--- config.mk ---
export PLATFORM = sky130hd
export DESIGN_NAME = ddr2_cad
export DESIGN_NICKNAME = d
export VERILOG_FILES = /design/src/core/ddr2_cad_pkg.sv /design/src/core/ddr2_cad.sv
export SDC_FILE = /design/constraint.sdc
export NUM_CORES = 1
export LEC_CHECK = 0
export ABC_AREA = 1
export BUFFER_PORTS_ARGS = -buffer_cell sky130_fd_sc_hd__buf_2
export CAP_MARGIN = 25
export CELL_PAD_IN_SITES_DETAIL_PLACEMENT = 0
export CELL_PAD_IN_SITES_GLOBAL_PLACEMENT = 1
export CORE_ASPECT_RATIO = 0.8
export CORE_MARGIN = 2
export CORE_UTILIZATION = 44
export DETAILED_ROUTE_END_ITERATION = 6
export PLACE_DENSITY = 0.89
export SYNTH_ARGS = -nofsm -noshare
export SYNTH_HDL_FRONTEND = slang
export SYNTH_SLANG_ARGS = --single-unit
--- constraint.sdc ---
create_clock -name clk_sys -period 3.6 [get_ports clk_sys]
set_clock_uncertainty 0.1 [all_clocks]
set_input_delay 0.36 -clock clk_sys [delete_from_list [all_inputs] [get_ports clk_sys]]
set_output_delay 0.36 -clock clk_sys [all_outputs]
set_load 0.02 [all_outputs]
--- src/core/ddr2_cad_pkg.sv ---
// Constants for the command and address input stage of a four-bank DDR2 device.
// Assumes one system clock; all memory-side pins are asynchronous to it.
// Function
// Select high makes the cycle carry no command.
// Command decoded jointly from select, row, column and write strobes.
// Registered termination_control high switches termination on unless disabled.
// Enabled termination covers all data lines, both strobe pairs, both masks.
// Termination disabled in ext_mode_set_first: termination_control is ignored.
// Write beat byte discarded when its write_mask is sampled high.
// Write masks sampled on both strobe edges; controller gives one per beat.
// group_select picks the bank for activate, read, write, single precharge.
// group_select picks base or extended mode register during mode set.
// Activate takes the thirteen-bit row from addr_bus.
// Read and write take column and auto-precharge flag from addr_bus.
// precharge_scope_bit low closes one bank, high closes all.
// Single precharge closes only the bank named by group_select.
// Mode set loads addr_bus op code into the selected mode register.
// Inputs sampled where true clock rises and complementary clock falls.
// Controller keeps clock gate high throughout reads and writes.
// Ext register strobe bit 0 selects differential, 1 single-ended strobes.
// Unrecognised strobe combination is treated as no operation.
// Decoded bundle registered, valid for one cycle after the sampling edge.
package ddr2c_pkg;

  localparam int BANKS = 4;
  localparam int ADDR_W = 13;
  localparam int COL_W = 10;
  localparam int AP_BIT = 10;

  typedef enum logic [2:0] {DDR2C_NOP, DDR2C_MODE, DDR2C_REFRESH, DDR2C_PRECH,
                            DDR2C_ACT, DDR2C_WRITE, DDR2C_READ} ddr2c_cmd_t;

  // Mode register selection by group_select
  localparam logic [1:0] SEL_BASE = 2'h0;
  localparam logic [1:0] SEL_EXT1 = 2'h1;

  // Fields of the base and first extended mode registers
  localparam int BL_LSB = 0;
  localparam logic [2:0] BL_FOUR = 3'h2;
  localparam logic [2:0] BL_EIGHT = 3'h3;
  localparam int RTT_LO_BIT = 2;
  localparam int RTT_HI_BIT = 6;
  localparam int STROBE_SE_BIT = 10;
  localparam logic [ADDR_W-1:0] MODE_RST = 13'h0002;
  localparam logic [ADDR_W-1:0] EXT1_RST = 13'h0000;

  // Register map, byte addresses
  localparam logic [7:0] OFS_CTRL = 8'h00;
  localparam logic [7:0] OFS_STATUS = 8'h04;
  localparam logic [7:0] OFS_LASTCMD = 8'h08;
  localparam logic [7:0] OFS_MODE = 8'h0c;
  localparam logic [7:0] OFS_EXT1 = 8'h10;
  localparam logic [7:0] OFS_CMDCNT = 8'h14;
  localparam int CTRL_EN_BIT = 0;
  localparam logic [31:0] CTRL_RST = 32'h00000001;
  localparam logic [1:0] RESP_OKAY = 2'h0;
  localparam logic [1:0] RESP_SLVERR = 2'h2;

endpackage

--- src/core/ddr2_cad.sv ---
// Command and address decoder of a DDR2 device with AXI4-Lite register access.
// Assumes the memory clock pins toggle well below half of clk_sys.
//
// Implementation choices: the placing of the registers and the AXI4-Lite register port.
module ddr2_cad
#(
  parameter int SYNC_W = 22,
  parameter int DATA_W = 20
)
(
  input wire logic clk_sys,
  input wire logic reset,
  // Memory-side pins
  input wire logic memClk,
  input wire logic memClkN,
  input wire logic selectN,
  input wire logic rowStrobeN,
  input wire logic colStrobeN,
  input wire logic writeStrobeN,
  input wire logic termination_control,
  input wire logic [1:0] group_select,
  input wire logic [12:0] addr_bus,
  input wire logic [15:0] dataIn,
  input wire logic lower_byte_mask,
  input wire logic upper_byte_mask,
  input wire logic lower_strobe,
  // Decoded bundle
  output logic cmdValid,
  output logic [2:0] cmdCode,
  output logic [1:0] cmdBank,
  output logic [12:0] cmdAddr,
  output logic cmdAllBanks,
  output logic cmdAutoPre,
  // Termination and strobe mode
  output logic [21:0] termApply,
  output logic strobeDiff,
  // Write beats
  output logic beatValid,
  output logic [15:0] beatData,
  output logic [1:0] beatByteEn,
  // AXI4-Lite slave
  input wire logic [7:0] s_axi_awaddr,
  input wire logic s_axi_awvalid,
  output logic s_axi_awready,
  input wire logic [31:0] s_axi_wdata,
  input wire logic [3:0] s_axi_wstrb,
  input wire logic s_axi_wvalid,
  output logic s_axi_wready,
  output logic [1:0] s_axi_bresp,
  output logic s_axi_bvalid,
  input wire logic s_axi_bready,
  input wire logic [7:0] s_axi_araddr,
  input wire logic s_axi_arvalid,
  output logic s_axi_arready,
  output logic [31:0] s_axi_rdata,
  output logic [1:0] s_axi_rresp,
  output logic s_axi_rvalid,
  input wire logic s_axi_rready
);

  function automatic logic [31:0] merge(input logic [31:0] old, input logic [31:0] nw, input logic [3:0] be);
    logic [31:0] res;
    res = old;
    for (int i = 0; i < 4; i++)
    begin
      if (be[i])
        res[8*i +: 8] = nw[8*i +: 8];
    end
    return res;
  endfunction

  ////////////////////////////////////////////////////////////////////////////
  // Pin synchronisers: three stages, a bit changes once stages two and three agree
  logic [SYNC_W-1:0] cmdPins;
  logic [SYNC_W-1:0] cmdS1_r, cmdS2_r, cmdS3_r, cmdF_r, cmdPrev_r;
  logic [DATA_W-1:0] datPins;
  logic [DATA_W-1:0] datS1_r, datS2_r, datS3_r, datF_r, datPrev_r;

  assign cmdPins = {memClk, memClkN, selectN, rowStrobeN, colStrobeN, writeStrobeN,
                    termination_control, group_select, addr_bus};
  assign datPins = {dataIn, upper_byte_mask, lower_byte_mask, lower_strobe, 1'b0};

  always_ff @(posedge clk_sys)
  begin
    if (reset)
    begin
      cmdS1_r <= '0;
      cmdS2_r <= '0;
      cmdS3_r <= '0;
      cmdF_r <= '0;
      cmdPrev_r <= '0;
    end
    else
    begin
      cmdS1_r <= cmdPins;
      cmdS2_r <= cmdS1_r;
      cmdS3_r <= cmdS2_r;
      cmdF_r <= (cmdS3_r & ~(cmdS2_r ^ cmdS3_r)) | (cmdF_r & (cmdS2_r ^ cmdS3_r));
      cmdPrev_r <= cmdF_r;
    end
  end

  always_ff @(posedge clk_sys)
  begin
    if (reset)
    begin
      datS1_r <= '0;
      datS2_r <= '0;
      datS3_r <= '0;
      datF_r <= '0;
      datPrev_r <= '0;
    end
    else
    begin
      datS1_r <= datPins;
      datS2_r <= datS1_r;
      datS3_r <= datS2_r;
      datF_r <= (datS3_r & ~(datS2_r ^ datS3_r)) | (datF_r & (datS2_r ^ datS3_r));
      datPrev_r <= datF_r;
    end
  end

  ////////////////////////////////////////////////////////////////////////////
  // Command decode at the clock crossing
  logic fClk, fClkN, fSelN, fRasN, fCasN, fWeN, fTerm;
  logic [1:0] fBank;
  logic [12:0] fAddr;
  logic crossing, sampleEdge, decodeEn;
  ddr2c_pkg::ddr2c_cmd_t decoded;

  assign {fClk, fClkN, fSelN, fRasN, fCasN, fWeN, fTerm, fBank, fAddr} = cmdF_r;
  assign crossing = fClk & ~fClkN;
  assign sampleEdge = crossing & ~(cmdPrev_r[SYNC_W-1] & ~cmdPrev_r[SYNC_W-2]);

  always_comb
  begin
    decoded = ddr2c_pkg::DDR2C_NOP;
    if (!fSelN)
    begin
      unique case ({fRasN, fCasN, fWeN})
        3'h0: decoded = ddr2c_pkg::DDR2C_MODE;
        3'h1: decoded = ddr2c_pkg::DDR2C_REFRESH;
        3'h2: decoded = ddr2c_pkg::DDR2C_PRECH;
        3'h3: decoded = ddr2c_pkg::DDR2C_ACT;
        3'h4: decoded = ddr2c_pkg::DDR2C_WRITE;
        3'h5: decoded = ddr2c_pkg::DDR2C_READ;
        default: decoded = ddr2c_pkg::DDR2C_NOP;
      endcase
    end
  end

  always_ff @(posedge clk_sys)
  begin
    if (reset)
    begin
      cmdValid <= 1'b0;
      cmdCode <= 3'h0;
      cmdBank <= 2'h0;
      cmdAddr <= 13'h0000;
      cmdAllBanks <= 1'b0;
      cmdAutoPre <= 1'b0;
    end
    else
    begin
      cmdValid <= sampleEdge & decodeEn & (decoded != ddr2c_pkg::DDR2C_NOP);
      if (sampleEdge)
      begin
        cmdCode <= decoded;
        cmdBank <= fBank;
        cmdAddr <= (decoded == ddr2c_pkg::DDR2C_READ || decoded == ddr2c_pkg::DDR2C_WRITE)
                   ? {3'h0, fAddr[ddr2c_pkg::COL_W-1:0]} : fAddr;
        cmdAllBanks <= (decoded == ddr2c_pkg::DDR2C_PRECH) & fAddr[ddr2c_pkg::AP_BIT];
        cmdAutoPre <= (decoded == ddr2c_pkg::DDR2C_READ || decoded == ddr2c_pkg::DDR2C_WRITE)
                      & fAddr[ddr2c_pkg::AP_BIT];
      end
    end
  end

  ////////////////////////////////////////////////////////////////////////////
  // Bank state and mode registers
  logic [ddr2c_pkg::BANKS-1:0] bankOpen_r;
  logic [12:0] openRow_r [ddr2c_pkg::BANKS];
  logic [12:0] modeReg_r, ext1Reg_r;
  logic [31:0] cmdCount_r;
  logic take;

  assign take = sampleEdge & decodeEn;

  always_ff @(posedge clk_sys)
  begin
    if (reset)
      bankOpen_r <= '0;
    else if (take && decoded == ddr2c_pkg::DDR2C_ACT)
      bankOpen_r[fBank] <= 1'b1;
    else if (take && decoded == ddr2c_pkg::DDR2C_PRECH)
    begin
      if (fAddr[ddr2c_pkg::AP_BIT])
        bankOpen_r <= '0;
      else
        bankOpen_r[fBank] <= 1'b0;
    end
  end

  always_ff @(posedge clk_sys)
  begin
    if (reset)
    begin
      for (int b = 0; b < ddr2c_pkg::BANKS; b++)
        openRow_r[b] <= 13'h0000;
    end
    else if (take && decoded == ddr2c_pkg::DDR2C_ACT)
      openRow_r[fBank] <= fAddr;
  end

  always_ff @(posedge clk_sys)
  begin
    if (reset)
    begin
      modeReg_r <= ddr2c_pkg::MODE_RST;
      ext1Reg_r <= ddr2c_pkg::EXT1_RST;
    end
    else if (take && decoded == ddr2c_pkg::DDR2C_MODE)
    begin
      if (fBank == ddr2c_pkg::SEL_BASE)
        modeReg_r <= fAddr;
      else if (fBank == ddr2c_pkg::SEL_EXT1)
        ext1Reg_r <= fAddr;
    end
  end

  always_ff @(posedge clk_sys)
  begin
    if (reset)
      cmdCount_r <= 32'h00000000;
    else if (take && decoded != ddr2c_pkg::DDR2C_NOP)
      cmdCount_r <= cmdCount_r + 32'h00000001;
  end

  ////////////////////////////////////////////////////////////////////////////
  // Termination and strobe mode
  logic termOff;
  logic termLevel_r;

  assign termOff = ~ext1Reg_r[ddr2c_pkg::RTT_LO_BIT] & ~ext1Reg_r[ddr2c_pkg::RTT_HI_BIT];

  always_ff @(posedge clk_sys)
  begin
    if (reset)
      termLevel_r <= 1'b0;
    else if (sampleEdge)
      termLevel_r <= fTerm;
  end

  always_ff @(posedge clk_sys)
  begin
    if (reset)
    begin
      termApply <= '0;
      strobeDiff <= 1'b1;
    end
    else
    begin
      termApply <= {22{termLevel_r & ~termOff}};
      strobeDiff <= ~ext1Reg_r[ddr2c_pkg::STROBE_SE_BIT];
    end
  end

  ////////////////////////////////////////////////////////////////////////////
  // Write beats on both strobe edges
  logic [3:0] beatsLeft_r;
  logic strobeEdge;
  logic [3:0] burstLen;

  assign strobeEdge = datF_r[1] ^ datPrev_r[1];
  assign burstLen = (modeReg_r[ddr2c_pkg::BL_LSB +: 3] == ddr2c_pkg::BL_EIGHT) ? 4'h8 : 4'h4;

  always_ff @(posedge clk_sys)
  begin
    if (reset)
      beatsLeft_r <= 4'h0;
    else if (take && decoded == ddr2c_pkg::DDR2C_WRITE)
      beatsLeft_r <= burstLen;
    else if (strobeEdge && beatsLeft_r != 4'h0)
      beatsLeft_r <= beatsLeft_r - 4'h1;
  end

  always_ff @(posedge clk_sys)
  begin
    if (reset)
    begin
      beatValid <= 1'b0;
      beatData <= 16'h0000;
      beatByteEn <= 2'h0;
    end
    else
    begin
      beatValid <= strobeEdge & (beatsLeft_r != 4'h0) & (datF_r[3:2] != 2'h3);
      if (strobeEdge)
      begin
        beatData <= datF_r[DATA_W-1:4];
        beatByteEn <= ~datF_r[3:2];
      end
    end
  end

  ////////////////////////////////////////////////////////////////////////////
  // AXI4-Lite slave
  logic [7:0] awAddr_r;
  logic [31:0] wData_r;
  logic [3:0] wStrb_r;
  logic awHeld_r, wHeld_r;
  logic [31:0] ctrl_r;
  logic doWrite;
  logic [31:0] rdVal;
  logic rdOk;

  assign decodeEn = ctrl_r[ddr2c_pkg::CTRL_EN_BIT];
  assign doWrite = awHeld_r & wHeld_r & ~s_axi_bvalid;

  always_ff @(posedge clk_sys)
  begin
    if (reset)
    begin
      awHeld_r <= 1'b0;
      wHeld_r <= 1'b0;
      awAddr_r <= 8'h00;
      wData_r <= 32'h00000000;
      wStrb_r <= 4'h0;
      s_axi_awready <= 1'b1;
      s_axi_wready <= 1'b1;
      s_axi_bvalid <= 1'b0;
      s_axi_bresp <= ddr2c_pkg::RESP_OKAY;
    end
    else
    begin
      if (s_axi_awvalid && s_axi_awready)
      begin
        awAddr_r <= s_axi_awaddr;
        awHeld_r <= 1'b1;
        s_axi_awready <= 1'b0;
      end
      if (s_axi_wvalid && s_axi_wready)
      begin
        wData_r <= s_axi_wdata;
        wStrb_r <= s_axi_wstrb;
        wHeld_r <= 1'b1;
        s_axi_wready <= 1'b0;
      end
      if (doWrite)
      begin
        s_axi_bvalid <= 1'b1;
        s_axi_bresp <= (awAddr_r == ddr2c_pkg::OFS_CTRL) ? ddr2c_pkg::RESP_OKAY : ddr2c_pkg::RESP_SLVERR;
      end
      if (s_axi_bvalid && s_axi_bready)
      begin
        s_axi_bvalid <= 1'b0;
        awHeld_r <= 1'b0;
        wHeld_r <= 1'b0;
        s_axi_awready <= 1'b1;
        s_axi_wready <= 1'b1;
      end
    end
  end

  always_ff @(posedge clk_sys)
  begin
    if (reset)
      ctrl_r <= ddr2c_pkg::CTRL_RST;
    else if (doWrite && awAddr_r == ddr2c_pkg::OFS_CTRL)
      ctrl_r <= merge(ctrl_r, wData_r, wStrb_r) & 32'h00000001;
  end

  always_comb
  begin
    rdVal = 32'h00000000;
    rdOk = 1'b1;
    unique case (s_axi_araddr)
      ddr2c_pkg::OFS_CTRL: rdVal = ctrl_r;
      ddr2c_pkg::OFS_STATUS: rdVal = {26'h0, strobeDiff, termApply[0], bankOpen_r};
      ddr2c_pkg::OFS_LASTCMD: rdVal = {11'h0, cmdAutoPre, cmdAllBanks, cmdCode, cmdBank, 1'b0, cmdAddr};
      ddr2c_pkg::OFS_MODE: rdVal = {19'h0, modeReg_r};
      ddr2c_pkg::OFS_EXT1: rdVal = {19'h0, ext1Reg_r};
      ddr2c_pkg::OFS_CMDCNT: rdVal = cmdCount_r;
      default: rdOk = 1'b0;
    endcase
  end

  always_ff @(posedge clk_sys)
  begin
    if (reset)
    begin
      s_axi_arready <= 1'b1;
      s_axi_rvalid <= 1'b0;
      s_axi_rdata <= 32'h00000000;
      s_axi_rresp <= ddr2c_pkg::RESP_OKAY;
    end
    else if (s_axi_arvalid && s_axi_arready)
    begin
      s_axi_arready <= 1'b0;
      s_axi_rvalid <= 1'b1;
      s_axi_rdata <= rdVal;
      s_axi_rresp <= rdOk ? ddr2c_pkg::RESP_OKAY : ddr2c_pkg::RESP_SLVERR;
    end
    else if (s_axi_rvalid && s_axi_rready)
    begin
      s_axi_rvalid <= 1'b0;
      s_axi_arready <= 1'b1;
    end
  end

endmodule

==> out/results.ini <==
[clock_tree]
cts_max_level = 2
clockBufferDepth = 3
clk_pin_slew_worst_paths_ps = 60
tritoncts = yes
cts.sinks = 328
cts_resized = 0
numCtsBuffers = 35
clock_latency_ps = 510
cts_root_buffer = clkbuf_16

[critical_path]
slowest_stage = nand2_1
crit_path_start_kind = flop
worst-path-buf-inv = 3
worst-path-max-fanout = 26
worstPathRequired_ps = 3940
setup.worst_path.class = flop to flop
cp_top_family = simple AND/OR/NAND/NOR gates
slowest_delay_ps = 480
end_kind = flop
path_cells = inv_1 -> nor2_2 -> nand2_2 -> nor2_4 -> inv_2 -> nor2_4 -> nand2_1 -> inv_1 -> nor2_1 -> nor2_1
cp.arrival_ps = 2980

[power]
switching_share_pct = 21.9
switchingPower_w = 0.00164
clkPwrFrac_pct = 45.4
p_int_w = 0.00584
vdd_drop_max_v = 0.000340
power.leakage_nw = 6.37
powerDensity_nw_per_um2 = 505
seqPwrFrac_pct = 50.2
combPwrFrac_pct = 4.4
design_power_total_w = 0.00748

[final_layout]
area.growth.synth_to_final_pct = 19.8
layout_common_cells = nor2_1, dfxtp_1, nand2_1
fill_cells = 2624
drive_gt1_share_pct = 13.7
final_common_cell = nor2_1
nNetsFinal = 1917
num_antenna_cells = 0

[drt]
vias_per_cell = 4.79
drt_iter0_markers = 696
m1WireLength_mm = 14.3
wirelength_mm = 29.1
wl_met3_mm = 2.02
dr_wl_met2_mm = 12.3
ant_nets = 0
via_count = 10500
drc = 0
drt_pre_antenna_iters = 5
top_layer_used = met4
routedWlPerCell_um = 13.2

[sta]
drv_slew = 0
setup-tns-final_ps = 0
setup_violations = 0
finalCriticalPeriod_ps = 2650
fin_crit_sh_pct = 73.5
rsz0062_at_grt = no
fmax_mhz = 378
relSlewSlack_pct = 46.5
worst_pin_slew_ps = 802
hold_viol_final = 0

[die]
fp.dieH_um = 154
core_area_um2 = 27500
rows = 54
initial_core_util_pct = 45.0
die_area_um2 = 29500
num_io_pins = 204
die-width_um = 192

[place]
finalWeightedCongestion = 0.853
io_buffers = 167
dp_hpwl_mm = 19.7

[run_status]
outcome = finished clean

[logic_synthesis]
syn-cell-area_um2 = 12400
ys_ff_latch = 328
syn_area_per_cell_um2 = 7.53
synthTopCellsByArea = dfxtp_1, nor2_1, nand2_1
synth_top_area_share_pct = 53.0
yosysSeqAreaShare_pct = 53.0
yosys.area.top_type = dfxtp_1
yosysWarnings = 0
netlist-cell-type-count = 34
netlist_instances = 1644

[grt]
antenna_found_initial = 0
grt_pass1_wl_mm = 47.4
grt_max_degree = 86
grt_pass1_vias = 9432
track_usage_pct = 19.6
grt.overflow.total = 0

[run]
max_cap_viol_count = 0

[hold_path]
hold_path.class = input port to flop

[per-stage QoR]
step	hold WS (ps)	std cells	area (um^2)	utilization (%)	setup slack, ps
floorplan	266	1645	12400	-	2020
global placement	283	2099	13300	48.4	1040
detailed placement	281	2099	13300	48.4	970
CTS	2.81	2201	14800	53.9	945
global route	30.1	2201	14800	53.9	670
finish	13.0	2201	14800	53.9	954
[cell usage after synthesis, drive strengths merged]
| library cell | instances |
|---|---|
| nor2 | 346 |
| a211oi | 7 |
| o21ai | 153 |
| a21oi | 138 |
| nor4 | 1 |
| a22oi | 3 |
| nand2 | 229 |
| nor3b | 2 |
| o22ai | 3 |
| xnor2 | 2 |
| or2 | 1 |
| conb | 1 |
| nand3b | 7 |
| nor3 | 11 |
| o21bai | 2 |
| clkbuf | 45 |
| nand3 | 74 |
| ha | 2 |
| xor2 | 6 |
| dfxtp | 328 |
| buf | 45 |
| a31oi | 5 |
| inv | 219 |
| nand4 | 14 |
[metal layers]
layer	track usage, %	vias to the layer above
li1	-	5496
met1	28.6	4693
met2	29.8	316
met3	3.99	34
met4	3.99	0
met5	0	-
[power by group through the flow]
stage	sequential [W]	combinational (W)	clock, W
after floorplan	0.00385	0.000181	0
after global placement	0.00383	0.000293	0
after detailed placement	0.00384	0.000298	0
after CTS	0.00376	0.000334	0.00349
after global routing	0.00376	0.000379	0.00363
final	0.00376	0.000331	0.00340
[cell type report]
| cell class | count | area (um^2) | area share, % |
|---|---|---|---|
| inverter | 219 | 823 | 5.55 |
| sequential | 328 | 6570 | 44.3 |
| tap | 364 | 455 | 3.07 |
| timing repair buffer | 223 | 1370 | 9.24 |
| clock buffer | 49 | 988 | 6.67 |
| multi-input combinational | 1008 | 4530 | 30.5 |
| clock inverter | 10 | 100 | 0.675 |
[tightest hold or removal path: stages]
cell     delay, ps
buf_2           70
o21ai_0         70
nor2_1          80
[kinds of logic (layout without fill, tap and decap cells)]
kind of cell	count (synthesis)	count (layout)	share of synthesized area, %
other	1	2	0.0303
and+or+nand+nor	685	685	22.8
DFF	328	328	53.0
adders and majority gates	2	2	0.202
xor gates and xnor gates	8	8	0.566
buffers and inverters	309	501	10.4
AOI/OAI and AO/OA	311	311	12.9
[repair_timing]
| item | in CTS | in global routing |
|---|---|---|
| setup buffers | 0 | 0 |
| hold buffers | 43 | 0 |
| hold endpoints to repair | 44 | 0 |
[worst paths after layout]
kind / slack (ps) / cells past startpoint / to / startpoint
worst min register to register: 300 / 2 / datS2_r[6]$_SDFF_PP0_ / datS1_r[6]$_SDFF_PP0_
worst min-delay path: 10 / 3 / awAddr_r[3]$_SDFFE_PP0P_ / s_axi_awaddr[3]
worst max register to register: 950 / 10 / modeReg_r[4]$_SDFFE_PP0P_ / flop
worst max-delay path: 950 / 10 / modeReg_r[4]$_SDFFE_PP0P_ / flop
Power figures use the tool's default switching activity.
